[src/bstap_map.vh]
// tap constants: states, instruction codes, id fields, register lengths.
// assumes a single system clock that oversamples the test clock.
`ifndef BSTAP_MAP_VH
`define BSTAP_MAP_VH
`define BSTAP_IR_LEN 10
`define BSTAP_ID_LEN 32
`define BSTAP_ST_RESET 4'h0
`define BSTAP_ST_IDLE 4'h1
`define BSTAP_ST_SEL_DR 4'h2
`define BSTAP_ST_CAP_DR 4'h3
`define BSTAP_ST_SH_DR 4'h4
`define BSTAP_ST_EX1_DR 4'h5
`define BSTAP_ST_PA_DR 4'h6
`define BSTAP_ST_EX2_DR 4'h7
`define BSTAP_ST_UP_DR 4'h8
`define BSTAP_ST_SEL_IR 4'h9
`define BSTAP_ST_CAP_IR 4'ha
`define BSTAP_ST_SH_IR 4'hb
`define BSTAP_ST_EX1_IR 4'hc
`define BSTAP_ST_PA_IR 4'hd
`define BSTAP_ST_EX2_IR 4'he
`define BSTAP_ST_UP_IR 4'hf
`define BSTAP_OP_EXTEST 10'h000
`define BSTAP_OP_SAMPLE 10'h055
`define BSTAP_OP_IDCODE 10'h059
`define BSTAP_OP_ISP_FIRST 10'h200
`define BSTAP_OP_ISP_LAST 10'h2ff
`define BSTAP_OP_BYPASS 10'h3ff
`define BSTAP_IR_CAPTURE 10'h001
`define BSTAP_ID_LSB 1'h1
`define BSTAP_BSR_LEN_DEF 288
`define BSTAP_ISP_LEN_DEF 16
`endif

[src/bstap_bsr.v]
// boundary register: capture/shift stage plus update stage.
// assumes shift/capture/update strobes are single sys_clk pulses.
`timescale 1ns/1ps
module bstap_bsr #(
  parameter LEN = 288
) (
  input wire sys_clk,
  input wire nrst,
  input wire cap,
  input wire shift,
  input wire upd,
  input wire si,
  input wire [LEN-1:0] pins_in,
  output wire so,
  output reg [LEN-1:0] upd_ff
);
  reg [LEN-1:0] sh_ff;
  assign so = sh_ff[0];
  always @(posedge sys_clk or negedge nrst) begin
    if (!nrst) begin
      sh_ff <= {LEN{1'b0}};
      upd_ff <= {LEN{1'b0}};
    end else begin
      if (cap)
        sh_ff <= pins_in;
      else if (shift)
        sh_ff <= {si, sh_ff[LEN-1:1]};
      if (upd)
        upd_ff <= sh_ff;
    end
  end
endmodule // bstap_bsr

[src/bstap_top.v]
// boundary-scan test port controller, oversampled on sys_clk.
// assumes tck, tms, tdi, trst_n come from pins; cfg_jtag_en is a static config level.
`timescale 1ns/1ps
`include "bstap_map.vh"
module bstap_top #(
  parameter HAS_BSR = 1,
  parameter BSR_LEN = `BSTAP_BSR_LEN_DEF,
  parameter ISP_LEN = `BSTAP_ISP_LEN_DEF,
  parameter [3:0] ID_VERSION = 4'h1, // arbitrary
  parameter [15:0] ID_PART = 16'h1234, // arbitrary
  parameter [10:0] ID_MAKER = 11'h0aa // arbitrary
) (
  input wire sys_clk,
  input wire nrst,
  input wire cfg_jtag_en,
  input wire tck,
  input wire tms,
  input wire tdi,
  input wire trst_n,
  output reg tdo_ff,
  output reg tdo_oe_n_ff,
  output wire user_pins_free,
  input wire [BSR_LEN-1:0] pins_in,
  input wire [BSR_LEN-1:0] core_out,
  output reg [BSR_LEN-1:0] pins_out,
  output wire extest_active,
  output reg [ISP_LEN-1:0] isp_data_ff,
  output reg isp_upd_ff,
  output reg [`BSTAP_IR_LEN-1:0] ir_ff
);
  // two-stage synchronisers; first stage read only by second
  reg [3:0] s1_ff, s2_ff;
  reg tck_d_ff;
  always @(posedge sys_clk or negedge nrst) begin
    if (!nrst) begin
      s1_ff <= 4'h0;
      s2_ff <= 4'h0;
      tck_d_ff <= 1'b0;
    end else begin
      s1_ff <= {trst_n, tdi, tms, tck};
      s2_ff <= s1_ff;
      tck_d_ff <= s2_ff[0];
    end
  end
  wire tms_s = s2_ff[1];
  wire tdi_s = s2_ff[2];
  wire trst_s = ~s2_ff[3] | ~cfg_jtag_en;
  wire rise = s2_ff[0] & ~tck_d_ff;
  wire fall = ~s2_ff[0] & tck_d_ff;

  assign user_pins_free = ~cfg_jtag_en;

  function [3:0] nxt_state;
    input [3:0] s;
    input m;
    begin
      case (s)
        `BSTAP_ST_RESET: nxt_state = m ? `BSTAP_ST_RESET : `BSTAP_ST_IDLE;
        `BSTAP_ST_IDLE: nxt_state = m ? `BSTAP_ST_SEL_DR : `BSTAP_ST_IDLE;
        `BSTAP_ST_SEL_DR: nxt_state = m ? `BSTAP_ST_SEL_IR : `BSTAP_ST_CAP_DR;
        `BSTAP_ST_CAP_DR: nxt_state = m ? `BSTAP_ST_EX1_DR : `BSTAP_ST_SH_DR;
        `BSTAP_ST_SH_DR: nxt_state = m ? `BSTAP_ST_EX1_DR : `BSTAP_ST_SH_DR;
        `BSTAP_ST_EX1_DR: nxt_state = m ? `BSTAP_ST_UP_DR : `BSTAP_ST_PA_DR;
        `BSTAP_ST_PA_DR: nxt_state = m ? `BSTAP_ST_EX2_DR : `BSTAP_ST_PA_DR;
        `BSTAP_ST_EX2_DR: nxt_state = m ? `BSTAP_ST_UP_DR : `BSTAP_ST_SH_DR;
        `BSTAP_ST_UP_DR: nxt_state = m ? `BSTAP_ST_SEL_DR : `BSTAP_ST_IDLE;
        `BSTAP_ST_SEL_IR: nxt_state = m ? `BSTAP_ST_RESET : `BSTAP_ST_CAP_IR;
        `BSTAP_ST_CAP_IR: nxt_state = m ? `BSTAP_ST_EX1_IR : `BSTAP_ST_SH_IR;
        `BSTAP_ST_SH_IR: nxt_state = m ? `BSTAP_ST_EX1_IR : `BSTAP_ST_SH_IR;
        `BSTAP_ST_EX1_IR: nxt_state = m ? `BSTAP_ST_UP_IR : `BSTAP_ST_PA_IR;
        `BSTAP_ST_PA_IR: nxt_state = m ? `BSTAP_ST_EX2_IR : `BSTAP_ST_PA_IR;
        `BSTAP_ST_EX2_IR: nxt_state = m ? `BSTAP_ST_UP_IR : `BSTAP_ST_SH_IR;
        `BSTAP_ST_UP_IR: nxt_state = m ? `BSTAP_ST_SEL_DR : `BSTAP_ST_IDLE;
        default: nxt_state = `BSTAP_ST_RESET;
      endcase
    end
  endfunction

  reg [3:0] st_ff;
  always @(posedge sys_clk or negedge nrst) begin
    if (!nrst)
      st_ff <= `BSTAP_ST_RESET;
    else if (trst_s)
      st_ff <= `BSTAP_ST_RESET;
    else if (rise)
      st_ff <= nxt_state(st_ff, tms_s);
  end

  // capture and shift strobes act on the rising test clock edge leaving the state; update strobes on the falling edge
  wire in_cap_dr = rise & (st_ff == `BSTAP_ST_CAP_DR);
  wire in_sh_dr = rise & (st_ff == `BSTAP_ST_SH_DR);
  wire in_up_dr = fall & (st_ff == `BSTAP_ST_UP_DR);
  wire in_cap_ir = rise & (st_ff == `BSTAP_ST_CAP_IR);
  wire in_sh_ir = rise & (st_ff == `BSTAP_ST_SH_IR);
  wire in_up_ir = fall & (st_ff == `BSTAP_ST_UP_IR);

  // instruction register
  reg [`BSTAP_IR_LEN-1:0] irs_ff;
  always @(posedge sys_clk or negedge nrst) begin
    if (!nrst) begin
      irs_ff <= {`BSTAP_IR_LEN{1'b0}};
      ir_ff <= `BSTAP_OP_IDCODE;
    end else begin
      if (in_cap_ir)
        irs_ff <= `BSTAP_IR_CAPTURE;
      else if (in_sh_ir)
        irs_ff <= {tdi_s, irs_ff[`BSTAP_IR_LEN-1:1]};
      if (st_ff == `BSTAP_ST_RESET)
        ir_ff <= `BSTAP_OP_IDCODE;
      else if (in_up_ir)
        ir_ff <= irs_ff;
    end
  end

  wire op_bnd = (ir_ff == `BSTAP_OP_EXTEST) | (ir_ff == `BSTAP_OP_SAMPLE);
  wire sel_bsr = op_bnd & (HAS_BSR != 0);
  wire sel_id = (ir_ff == `BSTAP_OP_IDCODE);
  wire sel_isp = (ir_ff >= `BSTAP_OP_ISP_FIRST) & (ir_ff <= `BSTAP_OP_ISP_LAST);
  wire sel_byp = ~sel_bsr & ~sel_id & ~sel_isp;
  assign extest_active = (ir_ff == `BSTAP_OP_EXTEST) & (HAS_BSR != 0);

  // bypass, identification and programming data registers
  reg byp_ff;
  reg [`BSTAP_ID_LEN-1:0] id_ff;
  reg [ISP_LEN-1:0] isp_sh_ff;
  always @(posedge sys_clk or negedge nrst) begin
    if (!nrst) begin
      byp_ff <= 1'b0;
      id_ff <= {`BSTAP_ID_LEN{1'b0}};
      isp_sh_ff <= {ISP_LEN{1'b0}};
      isp_data_ff <= {ISP_LEN{1'b0}};
      isp_upd_ff <= 1'b0;
    end else begin
      isp_upd_ff <= in_up_dr & sel_isp;
      if (in_cap_dr) begin
        byp_ff <= 1'b0;
        id_ff <= {ID_VERSION, ID_PART, ID_MAKER, `BSTAP_ID_LSB};
        isp_sh_ff <= isp_data_ff;
      end else if (in_sh_dr) begin
        byp_ff <= tdi_s;
        id_ff <= {tdi_s, id_ff[`BSTAP_ID_LEN-1:1]};
        isp_sh_ff <= {tdi_s, isp_sh_ff[ISP_LEN-1:1]};
      end
      if (in_up_dr & sel_isp)
        isp_data_ff <= isp_sh_ff;
    end
  end

  wire bsr_so;
  wire [BSR_LEN-1:0] bsr_upd;
  bstap_bsr #(.LEN(BSR_LEN)) u_bsr (
    .sys_clk(sys_clk),
    .nrst(nrst),
    .cap(in_cap_dr & sel_bsr),
    .shift(in_sh_dr & sel_bsr),
    .upd(in_up_dr & sel_bsr),
    .si(tdi_s),
    .pins_in(pins_in),
    .so(bsr_so),
    .upd_ff(bsr_upd)
  );

  // pins follow core unless extest forces the update stage
  always @(posedge sys_clk or negedge nrst) begin
    if (!nrst)
      pins_out <= {BSR_LEN{1'b0}};
    else
      pins_out <= extest_active ? bsr_upd : core_out;
  end

  // tdo changes on the falling test clock edge
  reg nxt_tdo;
  always @* begin
    if (st_ff == `BSTAP_ST_SH_IR)
      nxt_tdo = irs_ff[0];
    else if (sel_bsr)
      nxt_tdo = bsr_so;
    else if (sel_id)
      nxt_tdo = id_ff[0];
    else if (sel_isp)
      nxt_tdo = isp_sh_ff[0];
    else
      nxt_tdo = byp_ff;
  end
  always @(posedge sys_clk or negedge nrst) begin
    if (!nrst) begin
      tdo_ff <= 1'b0;
      tdo_oe_n_ff <= 1'b1;
    end else if (trst_s) begin
      // test reset or disabled port must never leave tdo driven
      tdo_oe_n_ff <= 1'b1;
    end else if (fall) begin
      tdo_ff <= nxt_tdo;
      tdo_oe_n_ff <= ~((st_ff == `BSTAP_ST_SH_DR) | (st_ff == `BSTAP_ST_SH_IR));
    end
  end
endmodule // bstap_top

[config.mk]
export PLATFORM = sky130hd
export DESIGN_NAME = bstap_top
export DESIGN_NICKNAME = d
export VERILOG_FILES = /design/src/bstap_bsr.v /design/src/bstap_top.v
export VERILOG_INCLUDE_DIRS = /design/src
export SDC_FILE = /design/constraint.sdc
export NUM_CORES = 1
export LEC_CHECK = 0
export BUFFER_PORTS_ARGS = -buffer_cell sky130_fd_sc_hd__buf_2
export CAP_MARGIN = 20
export CORE_AREA = 4 4 347 349
export DETAILED_ROUTE_END_ITERATION = 10
export DIE_AREA = 0 0 351 353
export PLACE_DENSITY_LB_ADDON = 0.25
export RECOVER_POWER = 25
export SYNTH_ARGS = -nofsm -noshare
export SYNTH_HDL_FRONTEND = slang
export SYNTH_HIERARCHICAL = 1
export SYNTH_SLANG_ARGS = --single-unit
export TNS_END_PERCENT = 50
[constraint.sdc]
create_clock -name sys_clk -period 3.2 [get_ports sys_clk]
set_input_delay 0.32 -clock sys_clk [delete_from_list [all_inputs] [get_ports sys_clk]]
set_output_delay 0.32 -clock sys_clk [all_outputs]
set_load 0.01 [all_outputs]
# --- Yosys cells after proc, flatten, opt, wreduce, memory -nomap -nowiden ---
# Cells that the tools add are included.
classes:
  add_sub_neg: 0
  n_mul: 0
  n_div: 0
  order_cmp: 2
  eq_ne: 17
  shift: 0
  n_mux: 34
  bitwise_logic: 22
  reduce_logical: 12
ops:
  columns: ["cell", "count"]
  rows:
  - ["$mux W288", 3]
  - ["$mux W32", 2]
  - ["$pmux W4 S12", 1]
  - ["$mux W10", 4]
  - ["$eq A4 B4 Y1 const B", 8]
  - ["$mux W16", 2]
  - ["$mux W4", 6]
  - ["$eq A10 B7 Y1 const B", 2]
  - ["$eq A4 B3 Y1 const B", 4]
  - ["$and A1 B1 Y1", 13]
  - ["$reduce_bool A2 Y1", 6]
  - ["$mux W1", 11]
  - ["$ge A10 B10 Y1 const B", 1]
  - ["$le A10 B10 Y1 const B", 1]
  - ["$logic_not A10 Y1", 1]
  - ["$eq A4 B2 Y1 const B", 2]
  - ["$mux W2", 3]
  - ["$mux W3", 2]
  - ["$not A1 Y1", 6]
  - ["$eq A4 B1 Y1 const B", 1]
  - ["$logic_not A4 Y1", 1]
  - ["$reduce_or A2 Y1", 2]
  - ["$or A1 B1 Y1", 3]
  - ["$reduce_or A3 Y1", 1]
  - ["$reduce_and A2 Y1", 1]
totals:
  ff_bits: 965
  latchBits: 0
  ram_bits: 0
  rom_bits: 0
  in_bits: 583
  output_inout_bits: 319
  memories: 0

# --- Logic depth before layout (Yosys ltp) ---
# Gate-level depths: netlist (run 1).
logic_depth:
  depth_word: 6
  depth_mapped: 10
  depth_no_buf: 5

# --- By module ---
# Netlist (run 1), hierarchy kept.
by_module_without_submodules:
  columns: ["module", "n_inst", "cells_each", "area_per_inst_um2"]
  rows:
  - ["bstap_bsr", 1, 1856, 23968.0]
  - ["bstap_top", 1, 989, 15034.4]

# --- Least setup slack after synthesis (run 1) ---
# OpenSTA, ideal clock, no wires.
synth_path:
  path_kind: "register -> register"
  start: "register ir_ff[5]"
  end: "register u_bsr.upd_ff[100]"
  arrival_ns: 1.866
  path_slack_ns: 1.209
  path_stages_with_launch: 8
  path_buffers: 3
  synth_period_minus_slack_ns: 1.991
  path_cell_list: "dfrtp_1 > nor4_2 > o211ai_1 > nor2_1 > buf_2 > buf_6 > buf_6 > mux2_2"
synth_via:
  elab_chain_len: 3
  elab_cells_between_ends: 4
  classes_between: "eq/ne (1); bitwise (2); reduce/logical (1)"
synth_lines:
  columns: ["item", "line_no", "text"]
  rows:
  - ["from (decl)", "bstap_top.v:29", "output reg [`BSTAP_IR_LEN-1:0] ir_ff"]
  - ["from (signal assigned)", "bstap_top.v:102", "ir_ff <= `BSTAP_OP_IDCODE;"]
  - ["from (signal assigned)", "bstap_top.v:109", "ir_ff <= `BSTAP_OP_IDCODE;"]
  - ["from (signal assigned)", "bstap_top.v:111", "ir_ff <= irs_ff;"]
  - ["$eq A10 B7 Y1 (no line) or $logic_not A10 Y1 (tied branches)", null, null]
  - ["$or A1 B1 Y1 *", "bstap_top.v:115", "wire op_bnd = (ir_ff == `BSTAP_OP_EXTEST) | (ir_ff == `BSTAP_OP_SAMPLE);"]
  - ["$and A1 B1 Y1 *", "bstap_top.v:156", ".upd(in_up_dr & sel_bsr),"]
  - ["to (signal assigned)", "bstap_bsr.v:22", "upd_ff <= {LEN{1'b0}};"]
  - ["to (decl)", "bstap_bsr.v:15", "output reg [LEN-1:0] upd_ff"]
# Every way passes the cells marked *; elsewhere a longest branch is shown, timed or not.
# A chain may end at the register's enable or synchronous reset.

# --- Worst setup path after layout (run 1) ---
layout_path:
  start: "register st_ff[3]"
  end: "register u_bsr.sh_ff[217]"
layout_via:
  elab_chain_len: 4
  elab_cells_between_ends: 8
  classes_between: "eq/ne (2); mux (1); bitwise (4); reduce/logical (1)"
layout_lines:
  columns: ["item", "line_no", "text"]
  rows:
  - ["from (decl)", "bstap_top.v:79", "reg [3:0] st_ff;"]
  - ["from (signal assigned)", "bstap_top.v:82", "st_ff <= `BSTAP_ST_RESET;"]
  - ["from (signal assigned)", "bstap_top.v:84", "st_ff <= `BSTAP_ST_RESET;"]
  - ["from (signal assigned)", "bstap_top.v:86", "st_ff <= nxt_state(st_ff, tms_s);"]
  - ["$eq A4 B2 Y1 or $eq A4 B3 Y1 (tied branches)", null, null]
  - ["$and A1 B1 Y1, on equally long branches", "bstap_top.v:90, bstap_top.v:91", null]
  - ["$and A1 B1 Y1, on equally long branches", "bstap_top.v:154, bstap_top.v:155", null]
  - ["$mux W288 or $reduce_bool A2 Y1 (tied branches)", null, null]
  - ["to (signal assigned)", "bstap_bsr.v:21", "sh_ff <= {LEN{1'b0}};"]
  - ["to (signal assigned)", "bstap_bsr.v:25", "sh_ff <= pins_in;"]
  - ["to (signal assigned)", "bstap_bsr.v:27", "sh_ff <= {si, sh_ff[LEN-1:1]};"]
  - ["to (decl)", "bstap_bsr.v:17", "reg [LEN-1:0] sh_ff;"]
# Several ways; a longest one is shown, not always the timed one.

==> metrics.txt, run 1 <==
worst relative slew slack=-26.2%; Post-CTS Setup Repair Bufs=0; CP peak stage delay=0.59 ns; final setup vio count=0; Total Neg Setup Slack=0 ns; number of global-route vias before repair=around 30k; Die Y-Extent=roughly 350 µm; GP Congestion=0.820; final critical-path share of the clock period=a little over four fifths; status=finished with violations; Primary FF master, synth=dfrtp_1; leading post-synthesis cells by cell area=dfrtp_1 (62%), mux2_2 (11%), mux2i_1 (7.8%); Net Count, Synth=3428; clk buf depth=3; htree depth=3; unrepaired setup endpoints after global routing=no; most frequent cell after synthesis=dfrtp_1; power density cells=between 400 and 500 nW/µm²; worst hold path cell count=3; post-CTS sizing=0; Worst EP arrival=between 3 and 4 ns; EDFF count, synth=0; Fill cells=10.6k; PortBufs=between 900 and 1k; DR WL/cell=around 20 µm; Antenna Violating Nets Remaining=0; Num CTS Buffers=about 110; worst hold path type=input pin to flip-flop; top cell type's share of synthesized area=a little over 60%; I/O pins=between 900 and 1k; layout cell share with drive strength beyond 1=between 30% and 40%; #FFs+latches synth=964; 1st-pass router iterations=5; LEAKAGE=around 24 nW; R2R setup slack=0.48 ns; Slew @ Worst Pin=roughly 1.9 ns; reg2reg end=u_bsr/sh_ff[217]$_DFFE_PN0P_; synthesized area=39000 µm²; Final Hold Vio Count=0; Pins Over Slew Limit=169; CP max FO=42; final wirelength=about 120000 µm; Setup CP Type=flip-flop to flip-flop; FP Rows=~130; die area=~120000 µm²; async set or reset register ratio after synthesis=100%; vias=28.0k; maximum vdd ir drop=0.430 mV; Slowest-stage cell, CP=dfrtp_1; CP top delay family=simple AND/OR/NAND/NOR gates; Hold Buf Count CTS=581; Overflow after GRT=0; min Tclk post-route=between 2 and 3 ns; worst r2r src=st_ff[3]$_DFFE_PN0P_; Register-to-Register Path Depth=7; setup skew after layout=roughly 0.03 ns; number of distinct library cells after synthesis=50; Die W=around 350 µm; most frequent CP cell=buf_12; Starting DRT DRC Count=approximately 1.3k; Area growth, synth to finish=40.6%; Via density=roughly 4.7; CTS tree=yes; register area=approximately 24000 µm²; sequential area share after synthesis=approximately 62%; initial antenna violation count=30; Syn Inst Count=approximately 2.8k; buffers plus inverters on the worst setup path=2; Ys Warns=6; Worst Setup End Kind=flip-flop; Max Cap Violations=4; worst path cell trace=nor4b_2, nand2_1, nor2_4, buf_12, buf_12, mux2i_1, o21ai_1; nets@finish=between 4k and 5k; area of the multi-input gates=13500 µm²; most frequent cells after synthesis=dfrtp_1 (959), mux2_2 (394), nand2_1 (353), mux2i_1 (304), o21ai_1 (213); initial core utilization=33.2%; origin of the worst min-delay path=cfg_jtag_en; Tot GR Track Use=a little under a fifth; Clock Pin Slew Worst Setup and Hold Paths=around 0.060 ns; Core Util, Final=between 40% and 50%; # clock sinks=964; clock root buffer=clkbuf_16; core area=roughly 120000 µm²; failing checks=max-capacitance violations, max-slew violations; Worst setup SP type=flip-flop; Synth area leader=dfrtp_1; Worst Path Required=3.76 ns; FMAX=~370 MHz; largest net degree at the start of global routing=100; first-pass GRT wire length=roughly 180000 µm; DRC Markers=0; Worst Hold End=st_ff[3]$_DFFE_PN0P_; HPWL after detailed placement=83900 µm; synthesized area per cell=13.7 µm²; Power Total=between 20 and 30 mW; clock latency on the worst-skew pair=around 0.7 ns
## flip-flops by register name (all words and copies together) (netlist names)
signal and flops:
s2_ff 4, tck_d_ff 1, ir_ff 10, tdo_oe_n_ff 1, pins_out 288, byp_ff 1, irs_ff 10, s1_ff 4
id_ff 31, u_bsr/sh_ff 288, isp_upd_ff 1, u_bsr/upd_ff 288, tdo_ff 1, isp_sh_ff 16, isp_data_ff 16, st_ff 4
## metal layers
layer | global-route usage [%] | wire, µm | vias to the layer above
met5 | 0 | 98 | -
met4 | 6.08 | 3360 | 14
met3 | 4.06 | 6850 | 177
met2 | 32.1 | 58800 | 795
met1 | 23.5 | 49600 | 14000
li1 | - | - | 13000
## metrics by stage
step	hold WS, ns	setup WS [ns]	instance area, µm²	std cells
after global routing	0.0779	0.138	54800	6021
after global placement	0.332	0.590	45500	5224
after floorplan	0.0244	1.21	39000	2845
after detailed placement	0.338	0.510	45500	5224
final	0.118	0.483	54800	6026
after CTS	0.0257	0.481	55000	6004
## worst min-delay path, delay by kind of cell
family	cells	cell delay [ns]
buffers and inverters	1	0.13
and+or+nand+nor	1	0.22
AOI/OAI and AO/OA	1	0.09
## kinds of logic (layout without fill, tap and decap cells)
family	count (synthesis)	in the layout	share of synthesized area [%]
AO/OA/AOI/OAI	380	380	5.27
XOR/XNOR	1	1	0.0225
buffers and inverters	196	1819	3.59
flip-flops	964	964	61.9
multiplexers	898	898	25.0
other	0	22	0
AND/OR/NAND/NOR	406	406	4.30
## cells in the final DEF (no fill, tap or decap), drive strengths merged, types with 22 or more instances in the layout
| master | n |
|---|---|
| mux2 | 594 |
| buf | 1003 |
| diode | 22 |
| mux2i | 304 |
| dfrtp | 959 |
| o21ai | 328 |
| dlygate4sd3 | 581 |
| clkbuf | 181 |
| clkinv | 33 |
| nand2 | 353 |
## power breakdown
group	switching (mW)	leakage [nW]	internal [mW]
Clock	5.20	1.80	7.34
Sequential	0.0660	11.3	12.4
Combinational	0.803	10.8	0.998
## how the worst max path moves through the flow
stage / depth (start not counted) / end / startpoint / slack (ns)
floorplan: 7 / u_bsr/upd_ff[100]$_DFFE_PN0P_ / ir_ff[5]$_DFFE_PN0P_ / 1.21
global placement: 7 / u_bsr/sh_ff[270]$_DFFE_PN0P_ / st_ff[3]$_DFFE_PN0P_ / 0.59
detailed placement: 7 / u_bsr/sh_ff[191]$_DFFE_PN0P_ / st_ff[3]$_DFFE_PN0P_ / 0.51
CTS: 7 / u_bsr/sh_ff[216]$_DFFE_PN0P_ / st_ff[3]$_DFFE_PN0P_ / 0.48
global route: 4 / u_bsr/sh_ff[167]$_DFFE_PN0P_ / nrst / 0.14
finish: 7 / u_bsr/sh_ff[217]$_DFFE_PN0P_ / st_ff[3]$_DFFE_PN0P_ / 0.48
## layout make-up
| class | instances | area share [%] |
|---|---|---|
| Timing Repair Buffer | 1613 | 21.1 |
| Clock inverter | 44 | 0.876 |
| Antenna cell | 22 | 0.100 |
| Clock buffer | 155 | 5.74 |
| Inverter | 7 | 0.0479 |
| Sequential cell | 964 | 44.0 |
| Tap cell | 1536 | 3.50 |
| Multi-Input combinational cell | 1685 | 24.6 |
(Power assumes the default switching activity.)
==> run 2: changes to the inputs <==
==> constraint.sdc (replaced) <==
create_clock -name sys_clk -period 2.45 [get_ports sys_clk]
set_input_delay 0.245 -clock sys_clk [delete_from_list [all_inputs] [get_ports sys_clk]]
set_output_delay 0.245 -clock sys_clk [all_outputs]
set_load 0.01 [all_outputs]
==> run 2 against run 1 <==
- the run still ends with max-capacitance violations, max-slew violations left
- core utilization up 0.49 points
- setup slack worse by 0.31 ns
- routed wire length up 1.5%
- critical path type is now flip-flop to primary output
- combinational power up 32%
- highest routed layer unchanged
- largest cell class unchanged
- final cell count up 0.40%
- non-clock buffer count up 38
- sequential power up 30%
- sequential cell count unchanged
- final area up 1.0%
- first-iteration DRC count up 8.4%
- via count up 0.39%
==> metrics.txt, run 2 (synthesized netlist as in run 1, its figures left out) <==
Die Y-Extent=353 µm (unchanged); Area growth, synth to finish=42.1%; Internal=26.9 mW (+30%); final setup vio count=0 (unchanged); number of placed cells counting well taps=5256 (+0.61%); final instance area=55400 µm² (+1.0%); Starting DRT DRC Count=1450 (+8.4%); grt met2 use=32.6% (+0.47 points); nets@finish=4998 (+0.77%); Via density=4.65 (about the same); Pins Over Slew Limit=42 (-75%); min Tclk post-route=2.28 ns; pre-CTS setup slack=0.148 ns (-0.362 ns); GP Congestion=0.821 (+0.13%); capture point of the critical path=extest_active; CTS tree=yes; initial core utilization=33.2% (unchanged); worst relative slew slack=-20.3% (+6.0 points); # clock sinks=964 (unchanged); Worst EP arrival=2.03 ns (-1.24 ns); unrepaired setup endpoints after global routing=no; switch share=22.6% (-0.063 points); setup skew after layout=0.0544 ns (+0.0237 ns); Slew @ Worst Pin=1.80 ns (-0.0864 ns); DRC Markers=0 (unchanged); final wirelength=120000 µm (+1.5%); Register-to-Register Path Depth=8 (+1); Psw=7.83 mW (+29%); LEAKAGE=24.2 nW (+1.3%); grt peak-use layer=met2; PortBufs=901 (unchanged); reg2reg end=u_bsr/sh_ff[39]$_DFFE_PN0P_; status=finished with violations; R2R setup slack=0.18 ns (-0.30 ns); Die W=351 µm (unchanged); Clock Pin Slew Worst Setup and Hold Paths=0.06 ns (about the same); GR Util met3=3.94% (-0.13 points); largest net degree at the start of global routing=68 (-32%); clock share of power=46.2% (-0.6 points); most common cell after layout, fill and taps aside=dfrtp_1; clk buf depth=3 (unchanged); power density cells=626 nW/µm² (+28%); area of the multi-input gates=13500 µm² (+0.11%); final critical-path share of the clock period=between 90% and 100%; register area=24100 µm² (unchanged); Antenna Violating Nets Remaining=0 (unchanged); first-pass GRT wire length=184000 µm (+1.2%); htree depth=3 (unchanged); worst r2r src=ir_ff[6]$_DFFE_PN1P_; non-filler instance count after layout=6050 (+0.40%); number of global-route vias before repair=30.6k (+0.42%); initial antenna violation count=15 (-50%); Num CTS Buffers=106 (unchanged); Final Hold Vio Count=0 (unchanged); clock latency on the worst-skew pair=0.70 ns (+0.02 ns); Max Cap Violations=1 (-3); most frequent cells in the layout=dfrtp_1 (959), buf_2 (900), dlygate4sd3_1 (582); core area=117000 µm² (unchanged); FP Rows=126 (unchanged); worst hold path type=input pin to flip-flop; Tot GR Track Use=18.9% (+0.23 points); CP max FO=18 (-57%); clock root buffer=clkbuf_16; vias=28.2k (+0.39%); sequential power share=46.9% (+0.4 points); Fill cells=10.4k (-1.8%); failing checks=max-capacitance violations, max-slew violations; placed cell areas=46000 µm² (+0.94%); crit path from=ir_ff[5]$_DFFE_PN0P_; maximum vdd ir drop=0.513 mV (+19%); DR WL/cell=19.9 µm (+1.1%); Worst setup SP type=flip-flop; Overflow after GRT=0 (unchanged); Core Util, Final=47.2% (+0.49 points); FMAX=439 MHz; Worst Setup End Kind=primary output; layout cell share with drive strength beyond 1=36.5% (+0.83 points); Largest regs=pins_out x288, u_bsr/sh_ff x288, u_bsr/upd_ff x288; I/O pins=902 (unchanged); combinational cell fraction of total power=6.8% (about the same); M1 GR Usage=23.9% (+0.41 points); Worst Path Required=2.20 ns (-1.56 ns); Total Neg Setup Slack=0 ns (unchanged); final setup margin=0.173 ns (-0.310 ns); Setup CP Type=flip-flop to primary output; die area=124000 µm² (unchanged); 1st-pass router iterations=7 (+2); HPWL after detailed placement=85200 µm (+1.6%)
-- run 2: repair_timing --
| item | CTS | global route |
|---|---|---|
| setup buffers | 1 | 2 |
| hold buffers | 582 | 0 |
| hold endpoints to repair | 1070 | 0 |
| endpoints found under the setup margin | 1 | 1 |
| gates cloned | 1 | 2 |
| gates resized for setup | 3 | 0 |
| pin swaps | 1 | 1 |
-- run 2: layout make-up --
type | count | share of cell area (%)
sequential | 964 | 43.5
multi-input combinational | 1685 | 24.4
timing repair buffer | 1651 | 22.1
clock buffer | 161 | 5.70
tap | 1536 | 3.47
clock inverter | 33 | 0.711
antenna | 13 | 0.0587
inverter | 7 | 0.0474
-- run 2: routing by layer --
layer | share of wire, % | routed length [µm]
met1 | 42 | 50500
met5 | 0.046 | 55
met2 | 50 | 59700
met3 | 5.6 | 6760
met4 | 2.9 | 3470
-- run 2: worst min-delay path by stage --
stage	start	endpoint	slack, ns	depth (start not counted)
2_1_floorplan	nrst	byp_ff$_DFFE_PN0P_	-0.05	0
3_3_place_gp	nrst	pins_out[55]$_DFF_PN0_	0.23	1
3_5_place_dp	nrst	pins_out[5]$_DFF_PN0_	0.24	1
4_1_cts	nrst	u_bsr/sh_ff[235]$_DFFE_PN0P_	0.08	2
5_1_grt	tdi	s1_ff[2]$_DFF_PN0_	0.16	2
6_report	tdi	s1_ff[2]$_DFF_PN0_	0.21	2
-- run 2: metrics by stage --
step / hold slack [ns] / power [mW]
2_1_floorplan: -0.0506 / 16.9
3_3_place_gp: 0.234 / 18.2
3_5_place_dp: 0.236 / 18.2
4_1_cts: 0.0821 / 35.2
5_1_grt: 0.160 / 36.1
6_report: 0.210 / 34.7
-- run 2: power by group through the flow --
| stage | Combinational (mW) | Sequential [mW] | Clock, mW |
|---|---|---|---|
| after global routing | 2.59 | 16.3 | 17.2 |
| after detailed placement | 1.62 | 16.5 | 0 |
| after floorplan | 0.223 | 16.7 | 0 |
| after CTS | 2.41 | 16.3 | 16.5 |
| final | 2.37 | 16.3 | 16.0 |
| after global placement | 1.62 | 16.6 | 0 |
-- run 2: critical path: stages, from the launching register on --
cell and delay [ns]:
dfrtp_1 0.42, nor4_4 0.32, and3_4 0.27, buf_16 0.18, buf_2 0.17
==> run 3: changes to the inputs <==
--- a/config.mk
+++ b/config.mk
@@ -6,12 +6,13 @@
 export SDC_FILE = /design/constraint.sdc
 export NUM_CORES = 1
 export LEC_CHECK = 0
+export ABC_AREA = 1
 export BUFFER_PORTS_ARGS = -buffer_cell sky130_fd_sc_hd__buf_2
 export CAP_MARGIN = 20
 export CORE_AREA = 4 4 347 349
 export DETAILED_ROUTE_END_ITERATION = 10
 export DIE_AREA = 0 0 351 353
-export PLACE_DENSITY_LB_ADDON = 0.25
+export PLACE_DENSITY = 0.65
 export RECOVER_POWER = 25
 export SYNTH_ARGS = -nofsm -noshare
 export SYNTH_HDL_FRONTEND = slang
==> run 3 against run 2 <==
- the flow still finishes with violations (max-capacitance violations, max-slew violations)
- sequential power hardly changed
- die area stayed put
- clock skew is 0.024 ns lower
==> metrics.txt, run 3 <==
final setup vio count=0 (unchanged); FP Rows=126 (unchanged); power density cells=630 nW/µm² (+0.61%); leading post-synthesis cells by cell area=dfrtp_1 (61%), nand2_1 (17%), nand3_1 (7.6%); Tot GR Track Use=22.1% (+3.1 points); Worst Setup End Kind=flip-flop; synthesized area=39100 µm² (+0.24%); vias=36.6k (+30%); I/O pins=902 (unchanged); Final Hold Vio Count=0 (unchanged); 1st-pass router iterations=6 (-1); largest net degree at the start of global routing=115 (+69%); DR WL/cell=18.5 µm (-6.9%); origin of the worst min-delay path=trst_n; EDFF count, synth=0 (unchanged); Ys Warns=6 (unchanged); Slew @ Worst Pin=1.58 ns (-0.221 ns); reg2reg end=u_bsr/sh_ff[217]$_DFFE_PN0P_; Net Count, Synth=5066 (+48%); placed cell areas=45900 µm² (about the same); Clock Pin Slew Worst Setup and Hold Paths=0.06 ns (about the same); clk buf depth=3 (unchanged); Internal=26.7 mW (-0.62%); switch share=23.3% (+0.75 points); most frequent cells in the layout=nand2_1 (1808), dfrtp_1 (959), buf_2 (901); Primary FF master, synth=dfrtp_1; Worst Hold End=s1_ff[3]$_DFF_PN0_; most frequent cells after synthesis=nand2_1 (1808), dfrtp_1 (959), nand3_1 (597), inv_1 (364), o21ai_1 (308); final critical-path share of the clock period=94.4% (+1.5 points); HPWL after detailed placement=94400 µm (+11%); number of global-route vias before repair=37.7k (+23%); Antenna Violating Nets Remaining=0 (unchanged); crit path from=ir_ff[8]$_DFFE_PN0P_; worst hold path cell count=2 (unchanged); failing checks=max-capacitance violations, max-slew violations; sequential area share after synthesis=61.7% (-0.15 points); Setup CP Type=flip-flop to flip-flop; Area growth, synth to finish=41.4%; worst relative slew slack=-5.56% (+15 points); CP max FO=46 (+28); first-pass GRT wire length=216000 µm (+17%); Synth area leader=dfrtp_1; final hold slack=0.223 ns (+0.0132 ns); Total Neg Setup Slack=0 ns (unchanged); R2R setup slack=0.14 ns (-0.04 ns); async set or reset register ratio after synthesis=100% (unchanged); min Tclk post-route=2.31 ns (+0.0359 ns); synthesized area per cell=8.72 µm² (-36%); Max Cap Violations=1 (unchanged); htree depth=3 (unchanged); Power Total=34.8 mW (+0.35%); Psw=8.12 mW (+3.7%); initial antenna violation count=34 (+19); Register-to-Register Path Depth=14 (+6); clock latency on the worst-skew pair=0.70 ns (about the same); Die Y-Extent=353 µm (unchanged); Worst Path Required=3.00 ns (+0.80 ns); Die W=351 µm (unchanged); Via density=4.81 (+3.4%); top cell type's share of synthesized area=61.4% (-0.15 points); Fill cells=10.7k (+2.6%); DRC Markers=0 (unchanged); clock root buffer=clkbuf_16; number of distinct library cells after synthesis=28 (-44%); nets@finish=6546 (+31%); worst hold path type=input pin to flip-flop; maximum vdd ir drop=0.558 mV (+8.6%); PortBufs=901 (unchanged); combinational cell fraction of total power=6.8% (about the same); #FFs+latches synth=964 (unchanged); clock share of power=46.4% (+0.2 points); Starting DRT DRC Count=3467 (+140%); most frequent cell after synthesis=nand2_1; unrepaired setup endpoints after global routing=no; core area=117000 µm² (unchanged); Largest regs=pins_out x288, u_bsr/sh_ff x288, u_bsr/upd_ff x288; Core Util, Final=47.1% (-0.12 points); Overflow after GRT=0 (unchanged); Num CTS Buffers=105 (-0.94%); status=finished with violations; GP Congestion=0.942 (+15%); most common cell after layout, fill and taps aside=nand2_1; Pins Over Slew Limit=38 (-9.5%); die area=124000 µm² (unchanged); Worst setup SP type=flip-flop; worst r2r src=ir_ff[8]$_DFFE_PN0P_; final instance area=55300 µm² (-0.26%); final wirelength=141000 µm (+17%); LEAKAGE=26.4 nW (+9.1%); FMAX=432 MHz (-1.6%); CTS tree=yes; setup skew after layout=0.0300 ns (-0.0245 ns); Syn Inst Count=4483 (+58%); initial core utilization=33.3% (+0.079 points); layout cell share with drive strength beyond 1=20.5% (-16 points); sequential power share=46.8% (about the same); Worst EP arrival=2.86 ns (+0.83 ns); # clock sinks=964 (unchanged)
-- run 3: changes by cell type in the layout (fill, tap and decap cells not counted), moves of 200 or more --
cell / before / now
mux2i_1: 304 / 0
nand3_1: 7 / 597
mux2_2: 394 / 0
inv_1: 7 / 363
nand2_1: 353 / 1808
mux2_1: 200 / 0
-- run 3: worst max path at each step --
stage	to	cells after the start
floorplan	u_bsr/sh_ff[278]$_DFFE_PN0P_	12
global placement	u_bsr/sh_ff[96]$_DFFE_PN0P_	14
detailed placement	u_bsr/sh_ff[95]$_DFFE_PN0P_	14
CTS	u_bsr/sh_ff[100]$_DFFE_PN0P_	14
global route	u_bsr/sh_ff[110]$_DFFE_PN0P_	14
finish	u_bsr/sh_ff[217]$_DFFE_PN0P_	14
-- run 3: per-stage QoR --
step	cells	setup slack, ns
3_5_place_dp	6805	0.0535
4_1_cts	7584	0.0428
2_1_floorplan	4483	0.308
6_report	7611	0.137
3_3_place_gp	6805	0.101
5_1_grt	7611	0.0128
-- run 3: area by class of cell --
class	instances	area, µm²	area share [%]
flip-flops and latches	964	24100	43.7
multi-input cells	2882	12200	22.2
repair buffers	1642	12000	21.7
clock buffers	152	3030	5.49
well taps	1536	1920	3.48
inverters	368	1400	2.53
clock inverters	43	488	0.883
diodes	24	60.1	0.109
-- run 3: kinds of logic after synthesis --
group | after synthesis | synth area share [%]
compound gates | 412 | 5.37
buf+inv | 637 | 7.06
flops | 964 | 61.7
simple gates | 2470 | 25.9
-- run 3: repair_timing --
action	4_1_cts	5_1_grt
pin swaps	1	1
setup endpoints to repair	1	251
endpoints found under the hold margin	753	0
buffers inserted	1	2
gates resized for setup	1	4
hold buffers	582	0
gates cloned	1	1
-- run 3: critical path, stage by stage (launching register included) --
cell,delay [ns]
dfrtp_1,0.39
buf_4,0.16
inv_1,0.07
nand2_1,0.05
nor2_1,0.16
nand3_1,0.09
nand2_1,0.10
inv_2,0.09
nor2_4,0.22
buf_4,0.19
nor2_4,0.06
buf_12,0.17
buf_12,0.19
nand2_1,0.10
nand3_1,0.10
-- run 3: power groups by stage --
stage                     Combinational (mW)  Clock [mW]  Sequential [mW]
after global routing                    2.59        17.2             16.3
after detailed placement                1.61           0             16.6
after floorplan                        0.197           0             16.7
final                                   2.38        16.1             16.3
after global placement                  1.60           0             16.6
after CTS                               2.38        16.5             16.3
-- run 3: per-layer routing --
metal  vias to the layer above  global-route usage (%)  share of wire, %
met5                         -                       0            0.0092
met4                         2                    12.0               5.6
met3                       411                    4.01               6.6
met2                      1532                    35.7                47
met1                     17600                    28.0                40
li1                      17100                       -                 -
